**src/rtc_cal_alarm_pkg.sv**
```systemverilog
// constants, register map and field layout for the calibration and alarm block
// assumes a single clock domain and the plain register port of the top module
package rtc_cal_alarm_pkg;

   // register indices on the plain port
   localparam logic [2:0] REG_CAL_CONFIG = 3'h0;
   localparam logic [2:0] REG_ALARM_CFG  = 3'h1;
   localparam logic [2:0] REG_ALARM_MD   = 3'h2;
   localparam logic [2:0] REG_ALARM_WH   = 3'h3;
   localparam logic [2:0] REG_ALARM_MS   = 3'h4;
   localparam logic [2:0] REG_STATUS     = 3'h5;

   // calibration / control register fields
   localparam int CAL_LSB       = 0;
   localparam int CAL_W         = 8;
   localparam int CAL_SCALE_SH  = 2;
   localparam int WREN_BIT      = 8;
   localparam int TIMER_ON_BIT  = 15;

   // alarm configuration fields
   localparam int ALM_EN_BIT    = 15;
   localparam int ENDLESS_REPEAT_BIT_BIT     = 14;
   localparam int MASK_MSB      = 13;
   localparam int MASK_LSB      = 10;
   localparam int RPT_MSB       = 7;

   // status fields
   localparam int ST_PULSE_BIT  = 0;
   localparam int ST_SYNC_BIT   = 1;
   localparam int ST_BUSY_BIT   = 2;

   // write masks of the alarm value registers (unimplemented bits read zero)
   localparam logic [15:0] MD_WMASK = 16'h1F3F;
   localparam logic [15:0] WH_WMASK = 16'h073F;
   localparam logic [15:0] MS_WMASK = 16'h7F7F;

   localparam logic [15:0] CAL_RESET  = 16'h0000;
   localparam logic [15:0] CFG_RESET  = 16'h0000;
   localparam logic [7:0]  RPT_WRAP   = 8'hFF;
   localparam logic [7:0]  RPT_LAST   = 8'h00;

   // alarm interval codes
   typedef enum logic [3:0] {
      MASK_HALF_SEC = 4'h0,
      MASK_SEC      = 4'h1,
      MASK_TEN_SEC  = 4'h2,
      MASK_MIN      = 4'h3,
      MASK_TEN_MIN  = 4'h4,
      MASK_HOUR     = 4'h5,
      MASK_DAY      = 4'h6,
      MASK_WEEK     = 4'h7,
      MASK_MONTH    = 4'h8,
      MASK_YEAR     = 4'h9
   } alarm_mask_t;

   // calibration sequencer states, gray along idle -> load -> run
   typedef enum logic [1:0] {
      CAL_IDLE = 2'b00,
      CAL_LOAD = 2'b01,
      CAL_RUN  = 2'b11
   } cal_state_t;

endpackage : rtc_cal_alarm_pkg

```
**src/rtc_alarm_match.sv**
```systemverilog
// compares the running time digits with the stored alarm digits under the mask
// assumes tick pulses and BCD time come from the timekeeping counters outside
`timescale 1ns/1ps
module rtc_alarm_match
   import rtc_cal_alarm_pkg::*;
(
   // mask and stored digits
   input  wire logic [3:0]  mask,
   input  wire logic [15:0] alarm_md,
   input  wire logic [15:0] alarm_wh,
   input  wire logic [15:0] alarm_ms,
   // live time and ticks
   input  wire logic [15:0] time_md,
   input  wire logic [15:0] time_wh,
   input  wire logic [15:0] time_ms,
   input  wire logic        half_sec_tick,
   input  wire logic        sec_tick,
   // result
   output      logic        hit
);
   wire sec_one  = alarm_ms[3:0]   == time_ms[3:0];
   wire sec_ten  = alarm_ms[6:4]   == time_ms[6:4];
   wire min_one  = alarm_ms[11:8]  == time_ms[11:8];
   wire min_ten  = alarm_ms[14:12] == time_ms[14:12];
   wire hr_all   = alarm_wh[5:0]   == time_wh[5:0];
   wire weekday_digit_eq  = alarm_wh[10:8]  == time_wh[10:8];
   wire day_eq   = alarm_md[5:0]   == time_md[5:0];
   wire mth_eq   = alarm_md[12:8]  == time_md[12:8];
   wire t_sec    = sec_one;
   wire t_tsec   = t_sec & sec_ten;
   wire t_min    = t_tsec & min_one;
   wire t_tmin   = t_min & min_ten;
   wire t_time   = t_tmin & hr_all;

   // from ten seconds to day each interval widens the compared digits; week, month and year add weekday, day, and day with month
   always_comb
   begin
      unique case (mask)
         MASK_HALF_SEC: hit = half_sec_tick;
         MASK_SEC:      hit = sec_tick;
         MASK_TEN_SEC:  hit = sec_tick & sec_one;
         MASK_MIN:      hit = sec_tick & t_tsec;
         MASK_TEN_MIN:  hit = sec_tick & t_min;
         MASK_HOUR:     hit = sec_tick & t_tmin;
         MASK_DAY:      hit = sec_tick & t_time;
         MASK_WEEK:     hit = sec_tick & t_time & weekday_digit_eq;
         MASK_MONTH:    hit = sec_tick & t_time & day_eq;
         MASK_YEAR:     hit = sec_tick & t_time & day_eq & mth_eq;
         default:       hit = 1'b0;
      endcase
   end
endmodule : rtc_alarm_match

```
**src/rtc_cal_step.sv**
```systemverilog
// turns the signed calibration byte into a per-minute pulse correction
// assumes minute_tick is one cycle long and the counter honours adj pulses
`timescale 1ns/1ps
module rtc_cal_step
   import rtc_cal_alarm_pkg::*;
(
   // clock and reset
   input  wire logic             mclk,
   input  wire logic             reset_n,
   // control
   input  wire logic             minute_tick,
   input  wire logic [CAL_W-1:0] cal_value,
   // correction pulses and busy flag
   output      logic             add_pulse,
   output      logic             drop_pulse,
   output      logic             busy
);
   cal_state_t  state;
   cal_state_t  next_state;
   logic [9:0]  count;
   logic        negative;

   // magnitude of value times four
   wire  [7:0]  mag   = cal_value[CAL_W-1] ? 8'(-cal_value) : cal_value;
   wire  [9:0]  steps = {mag, 2'b00};

   always_comb
   begin
      next_state = state;
      unique case (state)
         CAL_IDLE: if (minute_tick && mag != 8'h00) next_state = CAL_LOAD;
         CAL_LOAD: next_state = CAL_RUN;
         CAL_RUN:  if (count == 10'h001) next_state = CAL_IDLE;
      endcase
   end

   always_ff @(posedge mclk)
   begin
      if (!reset_n)
      begin
         state    <= CAL_IDLE;
         count    <= 10'h000;
         negative <= 1'b0;
      end
      else
      begin
         state <= next_state;
         if (state == CAL_IDLE && minute_tick)
         begin
            count    <= steps;
            negative <= cal_value[CAL_W-1];
         end
         else if (state == CAL_RUN)
            count <= count - 10'h001;
      end
   end

   // negative removes pulses, positive adds them
   assign add_pulse  = state == CAL_RUN && !negative;
   assign drop_pulse = state == CAL_RUN && negative;
   assign busy       = state != CAL_IDLE;
endmodule : rtc_cal_step

```
**src/rtc_cal_alarm.sv**
```systemverilog
// calibration and alarm logic of the real-time clock/calendar
// assumes time digits and tick pulses come from the counters outside, synchronous to mclk
//
// Summary of operation
// - each minute while timer-on bit 15 is set, the signed calibration byte times four corrects the counter
// - one calibration step is four pulses; negative values remove pulses
// - alarm enable bit 15 arms the alarm; hardware clears it after last alarm
// - mask field bits 13:10 selects which digits must match
// - mask codes pick half second through yearly intervals
// - day alarms compare the time digits; week, month and year add weekday, day, and day with month
// - zero repeat count without endless bit gives a single alarm
// - repeat count of FFh gives up to 255 further alarms
// - each alarm decrements count; at 00 one last alarm then disable
// - endless bit wraps the count from 00 to FF instead of disabling
// - an interrupt request pulses at every alarm event
// - the alarm pulse output toggles on each alarm, synchronous to mclk
// - alarm value registers take writes only while write enable is one
// - weekday is a 3-bit digit, hours a 2-bit tens and 4-bit ones
`timescale 1ns/1ps
module rtc_cal_alarm
   import rtc_cal_alarm_pkg::*;
(
   // clock and reset
   input  wire logic        mclk,
   input  wire logic        reset_n,
   // register port
   input  wire logic [2:0]  reg_addr,
   input  wire logic [15:0] reg_wdata,
   input  wire logic        reg_write,
   input  wire logic        reg_read,
   output      logic [15:0] reg_rdata,
   // from the timekeeping counters
   input  wire logic        half_sec_tick,
   input  wire logic        sec_tick,
   input  wire logic        minute_tick,
   input  wire logic        timer_sync_flag,
   input  wire logic [15:0] time_md,
   input  wire logic [15:0] time_wh,
   input  wire logic [15:0] time_ms,
   // to the timekeeping counters and the system
   output      logic        timer_on,
   output      logic        cal_add_pulse,
   output      logic        cal_drop_pulse,
   output      logic        alarm_irq,
   output      logic        alarm_pulse
);
   // ==========================================================
   // registers
   logic [15:0] clock_config_calibration;
   logic        alarm_enable_bit;
   logic        endless_repeat_bit;
   logic [3:0]  alarm_mask_field;
   logic [7:0]  repeat_count;
   logic [15:0] alarm_value_md;
   logic [15:0] alarm_value_wh;
   logic [15:0] alarm_value_ms;
   logic [15:0] next_rdata;

   // ==========================================================
   // decode
   wire wr_cal  = reg_write && reg_addr == REG_CAL_CONFIG;
   wire wr_cfg  = reg_write && reg_addr == REG_ALARM_CFG;
   wire clock_write_enable = clock_config_calibration[WREN_BIT];
   wire wr_md   = reg_write && reg_addr == REG_ALARM_MD && clock_write_enable;
   wire wr_wh   = reg_write && reg_addr == REG_ALARM_WH && clock_write_enable;
   wire wr_ms   = reg_write && reg_addr == REG_ALARM_MS && clock_write_enable;

   wire [15:0] alarm_config_repeat = {alarm_enable_bit, endless_repeat_bit,
                                      alarm_mask_field, 2'b00, repeat_count};

   // ==========================================================
   // calibration sequencer
   logic cal_add;
   logic cal_drop;
   logic cal_busy;

   rtc_cal_step u_cal_step (
      .mclk        (mclk),
      .reset_n     (reset_n),
      .minute_tick (minute_tick & clock_config_calibration[TIMER_ON_BIT]),
      .cal_value   (clock_config_calibration[CAL_LSB +: CAL_W]),
      .add_pulse   (cal_add),
      .drop_pulse  (cal_drop),
      .busy        (cal_busy)
   );

   // ==========================================================
   // alarm compare
   logic match_hit;

   rtc_alarm_match u_match (
      .mask          (alarm_mask_field),
      .alarm_md      (alarm_value_md),
      .alarm_wh      (alarm_value_wh),
      .alarm_ms      (alarm_value_ms),
      .time_md       (time_md),
      .time_wh       (time_wh),
      .time_ms       (time_ms),
      .half_sec_tick (half_sec_tick),
      .sec_tick      (sec_tick),
      .hit           (match_hit)
   );

   wire fire      = alarm_enable_bit && match_hit;
   wire last_one  = repeat_count == RPT_LAST && !endless_repeat_bit;

   // ==========================================================
   // read mux
   always_comb
   begin
      unique case (reg_addr)
         REG_CAL_CONFIG: next_rdata = clock_config_calibration;
         REG_ALARM_CFG:  next_rdata = alarm_config_repeat;
         REG_ALARM_MD:   next_rdata = alarm_value_md;
         REG_ALARM_WH:   next_rdata = alarm_value_wh;
         REG_ALARM_MS:   next_rdata = alarm_value_ms;
         REG_STATUS:     next_rdata = {13'h0000, cal_busy, timer_sync_flag, alarm_pulse};
         default:        next_rdata = 16'h0000;
      endcase
   end

   // ==========================================================
   // register and alarm state
   always_ff @(posedge mclk)
   begin
      if (!reset_n)
      begin
         clock_config_calibration <= CAL_RESET;
         alarm_enable_bit         <= 1'b0;
         endless_repeat_bit       <= 1'b0;
         alarm_mask_field         <= 4'h0;
         repeat_count             <= 8'h00;
         alarm_value_md           <= 16'h0000;
         alarm_value_wh           <= 16'h0000;
         alarm_value_ms           <= 16'h0000;
         reg_rdata                <= 16'h0000;
         alarm_irq                <= 1'b0;
         alarm_pulse              <= 1'b0;
         timer_on                 <= 1'b0;
         cal_add_pulse            <= 1'b0;
         cal_drop_pulse           <= 1'b0;
      end
      else
      begin
         reg_rdata      <= reg_read ? next_rdata : 16'h0000;
         timer_on       <= clock_config_calibration[TIMER_ON_BIT];
         cal_add_pulse  <= cal_add;
         cal_drop_pulse <= cal_drop;
         alarm_irq      <= fire;
         if (fire)
            alarm_pulse <= !alarm_pulse;
         if (wr_cal)
            clock_config_calibration <= reg_wdata;
         if (wr_md)
            alarm_value_md <= reg_wdata & MD_WMASK;
         if (wr_wh)
            alarm_value_wh <= reg_wdata & WH_WMASK;
         if (wr_ms)
            alarm_value_ms <= reg_wdata & MS_WMASK;
         if (wr_cfg)
         begin
            alarm_enable_bit   <= reg_wdata[ALM_EN_BIT];
            endless_repeat_bit <= reg_wdata[ENDLESS_REPEAT_BIT_BIT];
            alarm_mask_field   <= reg_wdata[MASK_MSB:MASK_LSB];
            repeat_count       <= reg_wdata[RPT_MSB:0];
         end
         // an alarm in the same cycle as a config write wins
         if (fire)
         begin
            if (last_one)
               alarm_enable_bit <= 1'b0;
            else if (repeat_count == RPT_LAST)
               repeat_count <= RPT_WRAP;
            else
               repeat_count <= repeat_count - 8'h01;
         end
      end
   end
endmodule : rtc_cal_alarm

```
**config.mk**
```make
export PLATFORM = sky130hd
export DESIGN_NAME = rtc_cal_alarm
export DESIGN_NICKNAME = d
export VERILOG_FILES = /design/src/rtc_cal_alarm_pkg.sv /design/src/rtc_alarm_match.sv /design/src/rtc_cal_step.sv /design/src/rtc_cal_alarm.sv
export SDC_FILE = /design/constraint.sdc
export NUM_CORES = 1
export LEC_CHECK = 0
export BUFFER_PORTS_ARGS = -buffer_cell sky130_fd_sc_hd__buf_2
export CAP_MARGIN = 15
export CORE_MARGIN = 1
export CORE_UTILIZATION = 35
export CTS_BUF_LIST = sky130_fd_sc_hd__clkbuf_4 sky130_fd_sc_hd__clkbuf_8
export DETAILED_ROUTE_END_ITERATION = 10
export GPL_ROUTABILITY_DRIVEN = 0
export GPL_TIMING_DRIVEN = 0
export HOLD_SLACK_MARGIN = 0.12
export MAX_ROUTING_LAYER = met4
export PLACE_DENSITY = 0.66
export RECOVER_POWER = 50
export SYNTH_ARGS = -nofsm -noshare
export SYNTH_HDL_FRONTEND = slang
export SYNTH_HIERARCHICAL = 1
export SYNTH_SLANG_ARGS = --single-unit
```
**constraint.sdc**
```tcl
create_clock -name mclk -period 6.4 [get_ports mclk]
set_input_delay 1.28 -clock mclk [delete_from_list [all_inputs] [get_ports mclk]]
set_output_delay 1.28 -clock mclk [all_outputs]
set_load 0.005 [all_outputs]
```
### Word-level counts from Yosys, hierarchy flattened

Cells that the tools add are included.

| word-level totals | value |
|---|---|
| output and inout bits | 21 |
| input port bits | 75 |
| register bits after elaboration | 98 |
| word-level logic and storage cells | 104 |

| cells by class | value |
|---|---|
| muxes and demuxes | 15 |
| bitwise gates (word level) | 14 |
| eq/ne operators | 27 |
| reduce and logical (&&, ||, !) cells | 27 |
| $add $sub $neg | 3 |

Operator list:

| kind | count |
|---|---|
| $pmux 16 s6 | 1 |
| $mux 8 | 5 |
| $mux 10 | 2 |
| $eq 4x3->1 const B | 4 |
| $logic_and 1x1->1 | 14 |
| $and 1x1->1 | 13 |
| $eq 6x6->1 | 2 |
| $eq 10x1->1 const B | 1 |
| $pmux 1 s10 | 1 |
| $sub 10x1->10 const B | 1 |
| $eq 3x3->1 | 3 |
| $eq 4x2->1 const B | 2 |
| $eq 4x4->1 | 2 |
| $eq 4x4->1 const B | 2 |
| $logic_not 8->1 | 1 |
| $neg 8->8 | 1 |
| $reduce_bool 8->1 | 1 |
| $sub 8x1->8 const B | 1 |
| $eq 3x2->1 const B | 2 |
| $eq 3x3->1 const B | 2 |
| $pmux 2 s3 | 1 |
| $eq 5x5->1 | 1 |
| $eq 4x1->1 const B | 1 |
| $logic_not 4->1 | 1 |
| 13 further kinds | 21 |

### Logic depth before layout (Yosys ltp)

Gate-level depths: netlist of run 1.

| depth | value |
|---|---|
| depth after elaboration | 11 |
| mapped depth | 10 |
| depth with buffers taken out | 9 |

### By module

Netlist of run 1, hierarchy kept.

Modules (own cells, without submodules):

| module | area an instance (sq um) | times used | sequential area each (sq um) | cells each |
|---|---|---|---|---|
| rtc_cal_alarm | 3707.3 | 1 | 1701.6 | 413 |
| rtc_cal_step | 894.6 | 1 | 260.2 | 111 |
| rtc_alarm_match | 504.2 | 1 | 0.0 | 68 |

### Worst setup path after synthesis of run 1

OpenSTA, ideal clock, no wires.

| path | value |
|---|---|
| path type | input-to-reg |
| from | input time_ms[2] |
| to | register repeat_count[3] |
| setup slack | 3.328 ns |
| path buffers | 1 |
| data required time | 6.309 ns |
| arrival time | 2.981 ns |
| library setup time | 0.091 ns |
| stages | 10 |
| cells stage by stage | xnor2_1 > nand4_1 > nor4_1 > a22oi_1 > o311ai_2 > nand2_1 > a31o_1 > buf_6 > and3_1 > a311oi_1 |

| between the ends | value |
|---|---|
| cells in the longest elaborated chain, start to end | 11 |
| elaborated cells on any way between the ends | 16 |
| those cells by class | 1 x eq/ne; 2 x mux; 12 x bitwise; 1 x reduce/logical |

Ends and longest elaborated chain:

| element | line | RTL |
|---|---|---|
| start, declared | rtc_cal_alarm.sv:39 | `input wire logic [15:0] time_ms,` |
| $eq 4x4->1 * | rtc_alarm_match.sv:21 | `wire sec_one = alarm_ms[3:0] == time_ms[3:0];` |
| $and 1x1->1 | rtc_alarm_match.sv:30 | `wire t_tsec = t_sec & sec_ten;` |
| $and 1x1->1 | rtc_alarm_match.sv:31 | `wire t_min = t_tsec & min_one;` |
| $and 1x1->1 | rtc_alarm_match.sv:32 | `wire t_tmin = t_min & min_ten;` |
| $and 1x1->1 | rtc_alarm_match.sv:33 | `wire t_time = t_tmin & hr_all;` |
| $and 1x1->1 | - |  |
| $and 1x1->1 | rtc_alarm_match.sv:47, rtc_alarm_match.sv:48 |  |
| $and 1x1->1 | rtc_alarm_match.sv:48 | `MASK_YEAR: hit = sec_tick & t_time & day_eq & mth_eq;` |
| $pmux 1 s10 * | rtc_alarm_match.sv:38 | `unique case (mask)` |
| via match_hit | rtc_cal_alarm.sv:89 | `logic match_hit;` |
| $logic_and 1x1->1 * | rtc_cal_alarm.sv:104 | `wire fire = alarm_enable_bit && match_hit;` |
| $mux 8 * | rtc_cal_alarm.sv:168 | `if (fire)` |
| end signal, assigned | rtc_cal_alarm.sv:165 | `repeat_count <= reg_wdata[RPT_MSB:0];` |
| end signal, assigned | rtc_cal_alarm.sv:175 | `repeat_count <= repeat_count - 8'h01;` |
| end, declared | rtc_cal_alarm.sv:53 | `logic [7:0] repeat_count;` |

The timed path passes the listed nets; every way through them passes the cells marked *.
A chain may end at the register's enable or synchronous reset.

### Worst setup path in the final report of run 1

| path | value |
|---|---|
| from | input reg_addr[0] |
| to | register reg_rdata[7] |

| between the ends | value |
|---|---|
| cells in the longest elaborated chain, start to end | 2 |
| elaborated cells on any way between the ends | 7 |
| those cells by class | 5 x eq/ne; 1 x mux; 1 x reduce/logical |

Ends and longest elaborated chain:

| element | line | RTL |
|---|---|---|
| start, declared | rtc_cal_alarm.sv:27 | `input wire logic [2:0] reg_addr,` |
| $eq 3x3->1 (tied with other cells) | rtc_cal_alarm.sv:111 | `unique case (reg_addr)` |
| $pmux 16 s6 * | rtc_cal_alarm.sv:111 |  |
| end signal, assigned | rtc_cal_alarm.sv:145 | `reg_rdata <= reg_read ? next_rdata : 16'h0000;` |
| end, declared | rtc_cal_alarm.sv:31 | `output logic [15:0] reg_rdata,` |

Mark *: on every way between the ends. The rest lies on a longest branch, timed or not.

==> run metrics, run 1 <==
Max VDD drop 106 uV; skew final 6.33 ps; Rows 43; Ant. Diodes 0; CP Launch Type input port; clock period minus worst slack 3300 ps; clock-pin slew on the worst setup and hold paths 90 ps; Die Y 123 um; final hold vios 0; layout cell share with drive strength beyond 1 0.182; RSZ-0062 raised after global routing no; Req. time, crit path 6650 ps; Wirelength per Cell 17.4 um; CTS tree built; Worst Setup EP reg_rdata[7]; GRT Overall Usage 0.218; final-layout fill cell count 1433; post-route DRC violation count 0; Worst Setup Slack, final 3100 ps; Syn Area/Cell 8.63 sq um; Worst R2R Start alarm_value_ms[2]; pwr dens 204 nW/um^2; drt first pass iters 5; Synth Instances 591; crit path launch reg_addr[0]; crit path capture type flip-flop; Total Wirelength 15100 um; Setup Crit Path Kind in2reg; Mapped Area 5100 sq um; Final Slew Violations 0; core area 14000 sq um; Slew @ Worst Pin 697 ps; fin nets 762; CTS sink count 98; htree depth 3; pin count of the biggest net entering global routing 17; Setup Fix Bufs, Post-CTS 0; setup TNS 0 ps; CTS Buffer Depth 2; P&R area growth vs syn 16.1%; CTS Root Buffer Type clkbuf_8; register-to-register path setup slack 3680 ps; GRT Residual Overflow 0; post-DP HPWL 11300 um; initial core utilization 0.363; initial antenna violation count 0; max_slew headroom 0.535; status finished, final reports clean; worst skew pair latency 390 ps; synth warn 6; Pleak 0.00224 uW; post-CTS sizing 0; total number of vias 4670; total die area 15100 sq um; pre-CTS setup slack 2780 ps; number of I/O pins 96; global-route wire length before repair 23600 um; Buffers on Ports 80; vias in the first global route 4165; Reg2Reg Depth 10; Worst Path Max Fanout 10; Hold WC Path Type reg2reg; # setup viols final 0; R2R Path End repeat_count[3]; Synthesized Nets 671; Worst EP arrival 3550 ps; DR vias/cell 5.39; Fmax achieved 0.303 GHz; Iteration-0 DRC Markers 423; Max-cap violations 0; Hold Buf Count CTS 0; final period utilization 0.516; Horiz. Die Dim 123 um; Post-DRT Antenna Nets 0; total CTS buffers 9; Total Power 1210 uW
critical path, stage by stage:
cell	delay, ps
clkbuf_1	260
clkbuf_1	490
clkbuf_1	600
clkbuf_1	480
mux2i_1	350
nor4_1	80
per-layer routing:
layer	global-route usage	part of all wire	vias up
met5	-	0	-
li1	-	-	2258
met2	0.295	0.42	195
met3	0.0386	0.080	20
met1	0.314	0.48	2197
met4	0.0884	0.019	0
final cells by class:
type	count	area, sq um	area share
sequential	98	1960	0.331
timing repair buffer	80	385	0.0650
clock buffer	10	138	0.0232
tap	180	225	0.0380
multi-input combinational	443	2880	0.486
buffer	33	184	0.0310
clock inverter	6	87.6	0.0148
inverter	17	63.8	0.0108
per-stage QoR:
step | area (sq um) | utilization | hold WS [ps] | instances
final | 5930 | 0.422 | 458 | 867
after global routing | 5930 | 0.422 | 485 | 867
after CTS | 5950 | 0.424 | 463 | 867
after detailed placement | 5730 | 0.408 | 449 | 851
after global placement | 5730 | 0.408 | 445 | 851
after floorplan | 5100 | - | 434 | 591
layout by cell type, fill, tap and decap left out, drive strengths merged, types with 3 or more instances in the layout:
| master | count |
|---|---|
| dfxtp | 98 |
| nand2 | 94 |
| buf | 85 |
| nor2 | 55 |
| a21oi | 47 |
| clkbuf | 38 |
| xnor2 | 35 |
| mux2i | 33 |
| inv | 18 |
| nand3 | 17 |
| a22oi | 13 |
| nor3 | 11 |
| mux2 | 10 |
| nand4 | 9 |
| xor2 | 8 |
| o21ai | 8 |
| o22a | 7 |
| and2 | 7 |
| nor2b | 6 |
| nand2b | 6 |
| a221oi | 6 |
| nor4 | 6 |
| and3 | 5 |
| a31oi | 5 |
| ha | 5 |
| o31ai | 4 |
| o21a | 4 |
| or3 | 3 |
| a311oi | 3 |
| mux4 | 3 |
| clkinv | 3 |
flip-flops by register name (all words and copies together), names as in the netlist:
register / cells
alarm_pulse: 1
alarm_enable_bit: 1
cal_drop_pulse: 1
alarm_value_ms: 14
u_cal_step/count: 10
timer_on: 1
u_cal_step/negative: 1
alarm_value_wh: 9
alarm_irq: 1
alarm_value_md: 11
clock_config_calibration: 16
u_cal_step/state: 2
alarm_mask_field: 4
endless_repeat_bit: 1
reg_rdata: 16
cal_add_pulse: 1
repeat_count: 8
report_power, final:
part | total [uW] | internal, uW | switching, uW
clock network | 463 | 232 | 231
registers | 623 | 615 | 8.34
logic | 123 | 49.0 | 73.6
total | 1210 | 896 | 313
worst min-delay path by stage:
stage	from	endpoint	cells after the start
2_1_floorplan	clock_config_calibration[10]	clock_config_calibration[10]	2
6_report	clock_config_calibration[10]	clock_config_calibration[10]	2
5_1_grt	clock_config_calibration[12]	clock_config_calibration[12]	2
3_3_place_gp	clock_config_calibration[14]	clock_config_calibration[14]	2
4_1_cts	clock_config_calibration[13]	clock_config_calibration[13]	2
3_5_place_dp	clock_config_calibration[10]	clock_config_calibration[10]	2
No activity file was read; power rests on OpenSTA's default activity.
==> run 2: changes to the inputs <==
--- a/config.mk
+++ b/config.mk
@@ -15,7 +15,7 @@
 export GPL_TIMING_DRIVEN = 0
 export HOLD_SLACK_MARGIN = 0.12
 export MAX_ROUTING_LAYER = met4
-export PLACE_DENSITY = 0.66
+export PLACE_DENSITY = 0.68
 export RECOVER_POWER = 50
 export SYNTH_ARGS = -nofsm -noshare
 export SYNTH_HDL_FRONTEND = slang
==> constraint.sdc (replaced) <==
create_clock -name mclk -period 3 [get_ports mclk]
set_input_delay 0.6 -clock mclk [delete_from_list [all_inputs] [get_ports mclk]]
set_output_delay 0.6 -clock mclk [all_outputs]
set_load 0.005 [all_outputs]
==> run 2 against run 1 <==
Compared with the run above: via count shrank 0.34%; global-route usage fell by 0.54 points; flip-flop and latch count unchanged; non-clock buffer count unchanged; power increased by 120%; wire length decreased by 0.32%; sequential share of layout area is essentially flat; critical path depth grew 4; first-iteration DRC count is 8.3% higher; critical path type is now reg2reg.
==> run metrics, run 2 (synthesized netlist as in run 1, its figures left out) <==
status finished, final reports clean (unchanged); post-DP HPWL 11200 um (was 11300 um); P&R area growth vs syn 16.2% (was 16.1%); Worst Path Max Fanout 9 (was 10); total die area 15100 sq um (unchanged); Ant. Diodes 0 (unchanged); Die Y 123 um (unchanged); Cell Area, Placed 5730 sq um (unchanged); total CTS buffers 9 (unchanged); Buffers on Ports 80 (unchanged); number of I/O pins 96 (unchanged); pwr dens 440 nW/um^2 (was 204 nW/um^2); Hold WC Path Type reg2reg (unchanged); CTS Buffer Depth 2 (unchanged); Horiz. Die Dim 123 um (unchanged); Slew @ Worst Pin 724 ps (was 697 ps); biggest regs clock_config_calibration (16), reg_rdata (16), alarm_value_ms (14) (unchanged); pre-CTS setup slack 92.8 ps (was 2780 ps); Final Slew Violations 0 (unchanged); Req. time, crit path 3300 ps (was 6650 ps); final period utilization 0.894; worst skew pair latency 390 ps (about the same); htree depth 3 (unchanged); Wirelength per Cell 17.4 um (about the same); most common cell after layout, fill and taps aside dfxtp_1 (unchanged); DR vias/cell 5.37 (was 5.39); Hold Buf Count CTS 0 (unchanged); post-route DRC violation count 0 (unchanged); CP Launch Type flip-flop (was input port); Iteration-0 DRC Markers 458 (was 423); skew final 12.8 ps (was 6.33 ps); fin area 5930 sq um (about the same); Setup Fix Bufs, Post-CTS 0 (unchanged); Max-cap violations 0 (unchanged); Worst EP arrival 2980 ps (was 3550 ps); Total Power 2610 uW (was 1210 uW); fin nets 762 (unchanged); register-to-register path setup slack 320 ps (was 3680 ps); Core Util, Final 0.422 (about the same); final hold vios 0 (unchanged); initial core utilization 0.363 (unchanged); Setup Crit Path Kind reg2reg (was in2reg); post-CTS sizing 0 (unchanged); final-layout fill cell count 1407 (was 1433); Pleak 0.00224 uW (about the same); pin count of the biggest net entering global routing 18 (was 17); crit path capture type flip-flop (unchanged); GRT Overall Usage 0.212 (was 0.218); # setup viols final 0 (unchanged); GRT Residual Overflow 0 (unchanged); total number of vias 4654 (was 4670); vias in the first global route 4125 (was 4165); global-route wire length before repair 23000 um (was 23600 um); Post-DRT Antenna Nets 0 (unchanged); CTS Root Buffer Type clkbuf_8 (unchanged); Max VDD drop 257 uV (was 106 uV); Worst Setup Slack, final 319 ps (was 3100 ps); layout cell share with drive strength beyond 1 0.176 (was 0.182); initial antenna violation count 0 (unchanged); drt first pass iters 5 (unchanged); clock period minus worst slack 2680 ps; CTS sink count 98 (unchanged); clock-pin slew on the worst setup and hold paths 100 ps (was 90 ps); setup TNS 0 ps (unchanged); Fmax achieved 0.373 GHz; RSZ-0062 raised after global routing no (unchanged); Total Wirelength 15100 um (about the same); CTS tree built (unchanged); Rows 43 (unchanged); commonest non-fill, non-tap cells in the layout dfxtp_1 (98), nand2_1 (94), buf_2 (73), nor2_1 (52), a21oi_1 (47) (was dfxtp_1 (98), nand2_1 (94), buf_2 (74), nor2_1 (52), a21oi_1 (47)); core area 14000 sq um (unchanged); max_slew headroom 0.517 (was 0.535)
[run 2: worst paths after layout]
kind / to / start / depth (start not counted)
hold / removal: clock_config_calibration[13] / clock_config_calibration[13] / 2
setup / recovery: repeat_count[3] / alarm_value_ms[2] / 10
hold reg to reg: clock_config_calibration[13] / clock_config_calibration[13] / 2
setup reg to reg: repeat_count[3] / alarm_value_ms[2] / 10
[run 2: layout make-up]
cell class / count / area (sq um) / share of cell area
well taps: 180 / 225 / 0.0380
inverters: 17 / 63.8 / 0.0108
clock buffers: 10 / 138 / 0.0232
repair buffers: 80 / 384 / 0.0648
multi-input cells: 443 / 2880 / 0.486
clock inverters: 6 / 97.6 / 0.0165
flip-flops and latches: 98 / 1960 / 0.331
plain buffers: 33 / 180 / 0.0304
[run 2: per-layer routing]
metal | part of all wire | global-route usage | wire, um
met1 | 0.47 | 0.308 | 7080
met2 | 0.42 | 0.288 | 6250
met3 | 0.098 | 0.0432 | 1470
met4 | 0.017 | 0.0701 | 250
met5 | 0 | - | 0
[run 2: critical path, stage by stage (launching register included)]
cell      delay, ps
dfxtp_1         410
xnor2_1         150
nand4_1         210
nor4_1          420
a22oi_1         140
o311ai_2        310
nand2_1         200
a31o_1          230
buf_6           140
and3_1          140
a311oi_1        230
[run 2: through the flow]
stage | hold slack (ps) | instances
3_3_place_gp | 441 | 851
3_5_place_dp | 447 | 851
4_1_cts | 456 | 867
2_1_floorplan | 434 | 591
6_report | 460 | 867
5_1_grt | 464 | 867
[run 2: where the power goes]
group	switching, uW	internal, uW
registers	17.4	1310
logic	160	104
clock network	514	504
total	691	1920
